==> config.mk <==
export PLATFORM = sky130hd
export DESIGN_NAME = pin_config_bank
export DESIGN_NICKNAME = d
export VERILOG_FILES = /design/src/hw/pad_mode_decode.v /design/src/hw/pin_config_bank.v
export VERILOG_INCLUDE_DIRS = /design/src /design/src/hw
export SDC_FILE = /design/constraint.sdc
export NUM_CORES = 1
export LEC_CHECK = 0
export BUFFER_PORTS_ARGS = -buffer_cell sky130_fd_sc_hd__buf_2
export CORE_ASPECT_RATIO = 0.5
export CORE_MARGIN = 3
export CORE_UTILIZATION = 27
export DETAILED_ROUTE_END_ITERATION = 16
export GPL_ROUTABILITY_DRIVEN = 0
export PLACE_DENSITY = 0.45
export SLEW_MARGIN = 40
export SYNTH_ARGS = -nofsm -noshare
export SYNTH_HDL_FRONTEND = slang
export SYNTH_SLANG_ARGS = --single-unit
==> constraint.sdc <==
create_clock -name i_ref_clk -period 2.11 [get_ports i_ref_clk]
set_clock_uncertainty 0.05 [all_clocks]
set_input_delay 0.1055 -clock i_ref_clk [delete_from_list [all_inputs] [get_ports i_ref_clk]]
set_output_delay 0.1055 -clock i_ref_clk [all_outputs]
set_load 0.01 [all_outputs]
==> src/hw/pin_config_consts.vh <==
// Register map, field positions and mode codes of the pin configuration bank.
`ifndef PIN_CONFIG_CONSTS_VH
`define PIN_CONFIG_CONSTS_VH

// ****************************************************************************
// Register word indices (byte address is the index times four, one aligned word each)
// ****************************************************************************
`define IDX_PIN3_CONFIG      8'h1f
`define IDX_PIN5_PIN6_CONFIG 8'h20
`define IDX_PIN7_PIN8_CONFIG 8'h21
`define IDX_PORT_SELECT      8'h30
`define IDX_PIN_STATUS       8'h31
`define ADDR_WIDTH           12
`define REG_RESET            8'h00

// ****************************************************************************
// Per-pin nibble layout
// ****************************************************************************
`define FLD_ENABLE           0
`define FLD_DIRECTION        1
`define FLD_REMOTE           2
`define FLD_LEVEL            3

// ****************************************************************************
// Pad mode codes, {direction, enable}
// ****************************************************************************
`define MODE_FUNC_OUT        2'b00
`define MODE_PIN_OUT         2'b01
`define MODE_TRISTATE        2'b10
`define MODE_PIN_IN          2'b11

`endif

==> src/hw/pad_mode_decode.v <==
// Decoder that turns one pin's configuration nibble into pad controls.
`default_nettype none
`include "pin_config_consts.vh"

module pad_mode_decode (
    input  wire [3:0] i_cfg,
    input  wire       i_remote_level,
    input  wire       i_func_level,
    output reg        o_drive,
    output reg        o_level
);

    wire [1:0] mode;

    assign mode = {i_cfg[`FLD_DIRECTION], i_cfg[`FLD_ENABLE]};

    always @* begin
        o_drive = 1'b0;
        o_level = 1'b0;
        if (i_cfg[`FLD_REMOTE]) begin
            o_drive = 1'b1;
            o_level = i_remote_level;
        end else begin
            case (mode)
                `MODE_FUNC_OUT: begin
                    o_drive = 1'b1;
                    o_level = i_func_level;
                end
                `MODE_PIN_OUT: begin
                    o_drive = 1'b1;
                    o_level = i_cfg[`FLD_LEVEL];
                end
                `MODE_TRISTATE: begin
                    o_drive = 1'b0;
                end
                default: begin
                    o_drive = 1'b0;
                end
            endcase
        end
    end

endmodule
`default_nettype wire

==> src/hw/pin_config_bank.v <==
// APB register bank and pad control for pins 3 (both ports), 5, 6, 7 and 8.
//
// Overview of operation
// - Port select steers pin 3 register
// - Upper nibble of pin 3 reserved, writable
// - Local level driven only pin-mode output
// - Remote enable drives remote value out
// - Direction/enable pair selects pad mode
// - High nibble higher pin, low nibble lower
`default_nettype none
`include "pin_config_consts.vh"

module pin_config_bank #(
    parameter NUM_PADS = 6
) (
    input  wire                   i_ref_clk,
    input  wire                   i_rst,
    input  wire                   psel,
    input  wire                   penable,
    input  wire                   pwrite,
    input  wire [`ADDR_WIDTH-1:0] paddr,
    input  wire [31:0]            pwdata,
    input  wire [3:0]             pstrb,
    output reg  [31:0]            prdata,
    output reg                    pready,
    output reg                    pslverr,
    input  wire [NUM_PADS-1:0]    i_pad_in,
    input  wire [NUM_PADS-1:0]    i_remote_level,
    input  wire [NUM_PADS-1:0]    i_func_level,
    output reg  [NUM_PADS-1:0]    o_pad_out,
    output reg  [NUM_PADS-1:0]    o_pad_oe
);

    // Pad order: 0 first_port_pin3, 1 second_port_pin3, 2 pin_five,
    // 3 pin_six, 4 pin_seven, 5 pin_eight.

    // ************************************************************************
    // Configuration state
    // ************************************************************************
    reg  [7:0]          pin3_first;
    reg  [7:0]          pin3_second;
    reg  [7:0]          pin5_pin6_config;
    reg  [7:0]          pin7_pin8_config;
    reg                 second_port_select;
    reg  [NUM_PADS-1:0] pad_meta;
    reg  [NUM_PADS-1:0] pad_sync;
    reg  [NUM_PADS-1:0] remote_meta;
    reg  [NUM_PADS-1:0] remote_sync;

    wire                 access;
    wire                 wr_en;
    wire [`ADDR_WIDTH-3:0] word_addr;
    wire                 addr_hit;
    wire [7:0]           pin3_view;
    wire [4*NUM_PADS-1:0] cfg_bus;
    wire [NUM_PADS-1:0]  next_pad_out;
    wire [NUM_PADS-1:0]  next_pad_oe;

    assign access    = psel & penable & pready;
    assign wr_en     = access & pwrite & pstrb[0];
    assign word_addr = paddr[`ADDR_WIDTH-1:2];
    assign addr_hit  = (word_addr == `IDX_PIN3_CONFIG) || (word_addr == `IDX_PIN5_PIN6_CONFIG) ||
                       (word_addr == `IDX_PIN7_PIN8_CONFIG) || (word_addr == `IDX_PORT_SELECT) ||
                       (word_addr == `IDX_PIN_STATUS);

    assign pin3_view = second_port_select ? pin3_second : pin3_first;

    assign cfg_bus = {pin7_pin8_config[7:4], pin7_pin8_config[3:0],
                      pin5_pin6_config[7:4], pin5_pin6_config[3:0],
                      pin3_second[3:0], pin3_first[3:0]};

    // ************************************************************************
    // Input synchronisers
    // ************************************************************************
    // Pad and link levels come from outside this clock domain.
    always @(posedge i_ref_clk) begin
        if (i_rst) begin
            pad_meta    <= {NUM_PADS{1'b0}};
            pad_sync    <= {NUM_PADS{1'b0}};
            remote_meta <= {NUM_PADS{1'b0}};
            remote_sync <= {NUM_PADS{1'b0}};
        end else begin
            pad_meta    <= i_pad_in;
            pad_sync    <= pad_meta;
            remote_meta <= i_remote_level;
            remote_sync <= remote_meta;
        end
    end

    // ************************************************************************
    // APB register access
    // ************************************************************************
    always @(posedge i_ref_clk) begin
        if (i_rst) begin
            pin3_first         <= `REG_RESET;
            pin3_second        <= `REG_RESET;
            pin5_pin6_config   <= `REG_RESET;
            pin7_pin8_config   <= `REG_RESET;
            second_port_select <= 1'b0;
            pready             <= 1'b0;
            pslverr            <= 1'b0;
            prdata             <= 32'h0000_0000;
        end else begin
            // One wait state: pready answers in the second access cycle.
            pready  <= psel & penable & ~pready;
            pslverr <= psel & penable & ~pready & ~addr_hit;
            if (wr_en) begin
                case (word_addr)
                    `IDX_PIN3_CONFIG: begin
                        if (second_port_select) begin
                            pin3_second <= pwdata[7:0];
                        end else begin
                            pin3_first <= pwdata[7:0];
                        end
                    end
                    `IDX_PIN5_PIN6_CONFIG: begin
                        pin5_pin6_config <= pwdata[7:0];
                    end
                    `IDX_PIN7_PIN8_CONFIG: begin
                        pin7_pin8_config <= pwdata[7:0];
                    end
                    `IDX_PORT_SELECT: begin
                        second_port_select <= pwdata[0];
                    end
                    default: begin
                        second_port_select <= second_port_select;
                    end
                endcase
            end
            if (psel & penable & ~pready & ~pwrite) begin
                case (word_addr)
                    `IDX_PIN3_CONFIG:      prdata <= {24'h00_0000, pin3_view};
                    `IDX_PIN5_PIN6_CONFIG: prdata <= {24'h00_0000, pin5_pin6_config};
                    `IDX_PIN7_PIN8_CONFIG: prdata <= {24'h00_0000, pin7_pin8_config};
                    `IDX_PORT_SELECT:      prdata <= {31'h0000_0000, second_port_select};
                    `IDX_PIN_STATUS:       prdata <= {16'h0000, 2'b00, o_pad_oe, 2'b00, pad_sync};
                    default:               prdata <= 32'h0000_0000;
                endcase
            end
        end
    end

    // ************************************************************************
    // Pad decoders
    // ************************************************************************
    genvar g;
    generate
        for (g = 0; g < NUM_PADS; g = g + 1) begin : pad
            pad_mode_decode u_decode (
                .i_cfg          (cfg_bus[4*g+3:4*g]),
                .i_remote_level (remote_sync[g]),
                .i_func_level   (i_func_level[g]),
                .o_drive        (next_pad_oe[g]),
                .o_level        (next_pad_out[g])
            );
        end
    endgenerate

    // Registered pad controls keep the pins glitch free across decode changes.
    always @(posedge i_ref_clk) begin
        if (i_rst) begin
            o_pad_out <= {NUM_PADS{1'b0}};
            o_pad_oe  <= {NUM_PADS{1'b0}};
        end else begin
            o_pad_out <= next_pad_out;
            o_pad_oe  <= next_pad_oe;
        end
    end

endmodule
`default_nettype wire

* Word level (Yosys, flattened, before mapping)
Index checks and enable logic that the tools add are counted.
** Word-level totals
- Flip-flop bits (word level) :: 103
- Input port bits :: 71
- Output and inout bits :: 46
- Word-level logic and storage cells :: 83
** Operators by class
- Equal/unequal tests :: 11
- Mux-type cells :: 26
- Bitwise operators :: 11
- Reduce and logical (&&, ||, !) cells :: 21
** Operators with widths (count)
- 14-bit case mux with 5 select lines :: 1
- 10-bit by 6-bit == test with 1-bit output, second input constant :: 4
- 1-bit 2-to-1 mux :: 18
- 2-bit by 1-bit == test with 1-bit output, second input constant :: 6
- 2-bit logical NOT :: 6
- 1-bit case mux with 2 select lines :: 6
- 2-bit OR reduction :: 6
- 10-bit by 5-bit == test with 1-bit output, second input constant :: 1
- 8-bit 2-to-1 mux :: 1
- 1-bit bitwise AND :: 7
- 2-bit AND reduction :: 3
- 3-bit AND reduction :: 2
- 1-bit logical OR :: 4
- 1-bit inverter :: 4

* Logic depth before layout (Yosys ltp)
- Depth after elaboration :: 7
- Mapped depth :: 6
- Depth with buffers taken out :: 4

* Cells and area by module
A second synthesis with hierarchy kept.
** Second synthesis, totals
- Cells, all modules :: 387
- Area total of the unflattened synthesis :: 3636.0 um^2
** Modules (own cells, without submodules)
- pin_config_bank :: instances 1, cells each 363, area each 3440.8 um^2
- pad_mode_decode :: instances 6, cells each 4, area each 32.5 um^2

* Worst setup path after synthesis
OpenSTA, ideal clock, no wires.
- Kind :: input to register
- From :: input port paddr[11]
- To :: register pin3_first[0]
- Data arrival time :: 1.471 ns
- Required time :: 1.988 ns
- Setup slack :: 0.518 ns
- Cell stages on the path :: 5
- Buffers on the path :: 1
- Cell sequence :: or4_4 > nor3_4 > nor3b_2 > buf_4 > mux2i_1
** On the way
- Longest elaborated chain between the ends :: 2
** Ends and longest elaborated chain
- start, declared :: RTL line pin_config_bank.v:21 : input wire [`ADDR_WIDTH-1:0] paddr,
- 10-bit by 5-bit == test with 1-bit output :: RTL line pin_config_bank.v:108 : case (word_addr)
- 3-bit AND reduction (no source line)
- end signal, assigned :: RTL line pin_config_bank.v:95 : pin3_first <= `REG_RESET;
- end signal, assigned :: RTL line pin_config_bank.v:113 : pin3_first <= pwdata[7:0];
- end, declared :: RTL line pin_config_bank.v:40 : reg [7:0] pin3_first;
Every way passes these cells.
A chain may end at the register's enable or synchronous reset.

* Worst setup path in the final report
- From :: register pready
- To :: register pin3_first[7]
** On the way
- Longest elaborated chain between the ends :: 4
** Ends and longest elaborated chain
- start, declared :: RTL line pin_config_bank.v:25 : output reg pready,
- start signal, assigned :: RTL line pin_config_bank.v:105 : pready <= psel & penable & ~pready;
- 1-bit bitwise AND :: RTL line pin_config_bank.v:59 : assign access = psel & penable & pready;
- 1-bit bitwise AND (2 in a row) :: RTL line pin_config_bank.v:60 : assign wr_en = access & pwrite & pstrb[0];
- 3-bit AND reduction (no source line)
Every way passes these cells.

==> reports/summary.txt <==
ys flop type - dfxtp_1
r2r worst-path depth - 5
IO Port Bufs - 69
pins over their slew limit - 0
Syn Std Cell Area - 0.00353 mm2
first-pass GRT wire length - 14.1 mm
top cells by area, synth - dfxtp_1 (48%), mux2i_1 (13%), nand2b_1 (7.3%)
Hold EP - prdata[4]
Worst-Skew Late Latency - 0.33 ns
Slowest-stage cell, CP - dfxtp_1
Post-CTS Setup Bufs - 0
RSZ-0062 raised after global routing - no
multi-input logic area - 0.00166 mm2
initial antenna violation count - 0
CP peak stage delay - 0.37 ns
max frequency - 589 MHz
Max-Cap Viols - 0
CP Cell Sequence - nand4_1 -> nor3_4 -> nor3b_2 -> buf_4 -> mux2i_1
Clk Tree Root Cell - clkbuf_16
Async S/R FF share, synth - 0%
DR vias - 2596
leakage power - 1.96 nW
share of cells above drive strength 1 - 26.6%
core box area - 0.0123 mm2
minimum clock period - 1.70 ns
vias per cell - 4.32
Final Cycle Share - 80.4%
number of synthesized flops with an enable pin - 0
Final Setup Violations - 0
count leader, synth - dfxtp_1
sequential share of power - 49.6%
power density over the cells - 748 mW/mm2
TritonCTS clock tree - built
Synthesis Warnings - 0
top post-synthesis cells by count - dfxtp_1 (85), mux2i_1 (45), nand2b_1 (41)
final setup TNS - 0 ns
switch share - 22.9%
Reg clk slew, reported paths - 0.06 ns
Setup crit end kind - flip-flop
synthesized area per cell - 10.3 um2
r2r endpoint - pin3_first[7]
htree depth - 3
Pwr Total - 3.34 mW
DP Area - 0.00407 mm2
Area growth, synth to finish - 26.2%
Yosys top cell by area - dfxtp_1
die area - 0.0146 mm2
drt wl/cell - 14.6 um
CP required - 2.32 ns
WL final - 8.76 mm
pin count of the biggest net entering global routing - 55
status - completed
crit path kind - flip-flop to flip-flop
vias in the first global route - 2531
Peak VDD IR - 335 uV
Cells after Synth - 342
share of the synthesized area in the top cell type - 48.2%
CTS Buffer Depth - 2
Final Cell Area - 0.00446 mm2
Seq cells post-synth - 85
placed insts - 574
Die X - 168 um
Hold WS - 0.0575 ns
final hold violation count - 0
hold wc startpoint - i_rst
worst r2r src - pready
Post-Place Setup Slack - 0.218 ns
cts repair resizes - 0
Starting Density - 28.7%
Clock Sink Count - 85
Psw - 0.763 mW
Register Area - 0.00170 mm2
post-synthesis sequential area ratio - 48.2%
CP Data Arrival Time - 1.91 ns
fin util - 36.3%
num ports - 117
hold depth - 2
first drt pass iteration count - 4
grt total ovfl - 0
TritonCTS buffer count - 9
post-route setup slack - 0.413 ns
Worst R2R Setup Slack - 0.41 ns
Routed Antenna Nets - 0
Yosys cell types - 37
fillers - 1268
initial drt markers - 83
Post-DP HPWL - 6.54 mm
Clock power frac - 43.1%
combinational share of power - 7.3%
Die Y - 86.9 um
HP Class - input pin to flip-flop
Startpoint Class - flip-flop
Post-Layout Cell Count - 601
Post-CTS Hold Buffers - 12
diodes inserted - 0
Tot GR Track Use - 12.5%
Crit Path Max Fanout - 6
Power Internal - 2.57 mW
fin nets - 503
num rows - 28
DRC Markers - 0
==> cell usage in the layout (no fill, tap or decap), types with 2 or more instances in the layout <==
cell type / instances
a22o_1: 2
buf_2: 69
nand2b_1: 41
clkinv_2: 2
inv_1: 8
nand4bb_1: 2
a21oi_1: 13
conb_1: 18
a221oi_1: 2
nand3_2: 3
nor4_1: 7
nand2_1: 12
clkbuf_16: 9
mux2_2: 8
clkinvlp_4: 2
dfxtp_1: 85
nor2_1: 16
nor3_1: 4
nor2b_1: 24
mux2i_1: 45
a22oi_1: 8
buf_4: 14
o211a_1: 6
a221o_1: 3
dlygate4sd3_1: 12
o21ai_0: 5
==> area by class of cell <==
| type | count | area share [%] |
|---|---|---|
| inverter | 8 | 0.673 |
| timing repair buffer | 96 | 13.2 |
| tap | 165 | 4.63 |
| clock inverter | 4 | 0.561 |
| multi-input combinational | 232 | 37.3 |
| sequential | 85 | 38.2 |
| clock buffer | 11 | 5.44 |
==> worst max-delay path by stage <==
stage          startpoint             to
2_1_floorplan   paddr[11]  pin3_first[0]
3_3_place_gp    paddr[11]  pin3_first[4]
3_5_place_dp    paddr[11]  pin3_first[5]
4_1_cts            pready  pin3_first[7]
5_1_grt            pready  pin3_first[2]
6_report           pready  pin3_first[7]
==> state kept, by name (all words and copies together), names as in the netlist <==
signal / cells
o_pad_oe: 6
o_pad_out: 6
pad_meta: 6
pad_sync: 6
pin3_first: 8
pin3_second: 8
pin5_pin6_config: 8
pin7_pin8_config: 8
prdata: 14
pready: 1
pslverr: 1
remote_meta: 6
remote_sync: 6
second_port_select: 1
==> critical path, delay by kind of cell (launching register included) <==
family	cells	cell delay, ns
buf+inv	1	0.22
flops	1	0.37
mux	1	0.18
simple gates	3	0.80
==> logic make-up after synthesis <==
| group | count (synthesis) | share of synthesized area (%) |
|---|---|---|
| AO/OA/AOI/OAI | 40 | 8.00 |
| buffers and inverters | 42 | 6.59 |
| flip-flops | 85 | 48.2 |
| multiplexers | 54 | 15.9 |
| other | 1 | 0.106 |
| AND/OR/NAND/NOR | 120 | 21.2 |
==> power by group through the flow <==
stage | clock network [mW] | registers (mW) | logic [mW]
after floorplan | 0 | 1.70 | 0.144
after global placement | 0 | 1.69 | 0.230
after detailed placement | 0 | 1.69 | 0.229
after CTS | 1.49 | 1.66 | 0.247
after global routing | 1.56 | 1.66 | 0.271
final | 1.44 | 1.66 | 0.244
==> metal layers <==
metal  GRT usage, %  part of all wire (%)  vias to the layer above
met5              0                     0                        -
met4           3.56                   1.2                        0
met3           4.22                   5.7                        9
met2           16.6                    37                       77
met1           18.9                    56                     1187
li1               -                     -                     1323
Power figures use the tool's default switching activity.
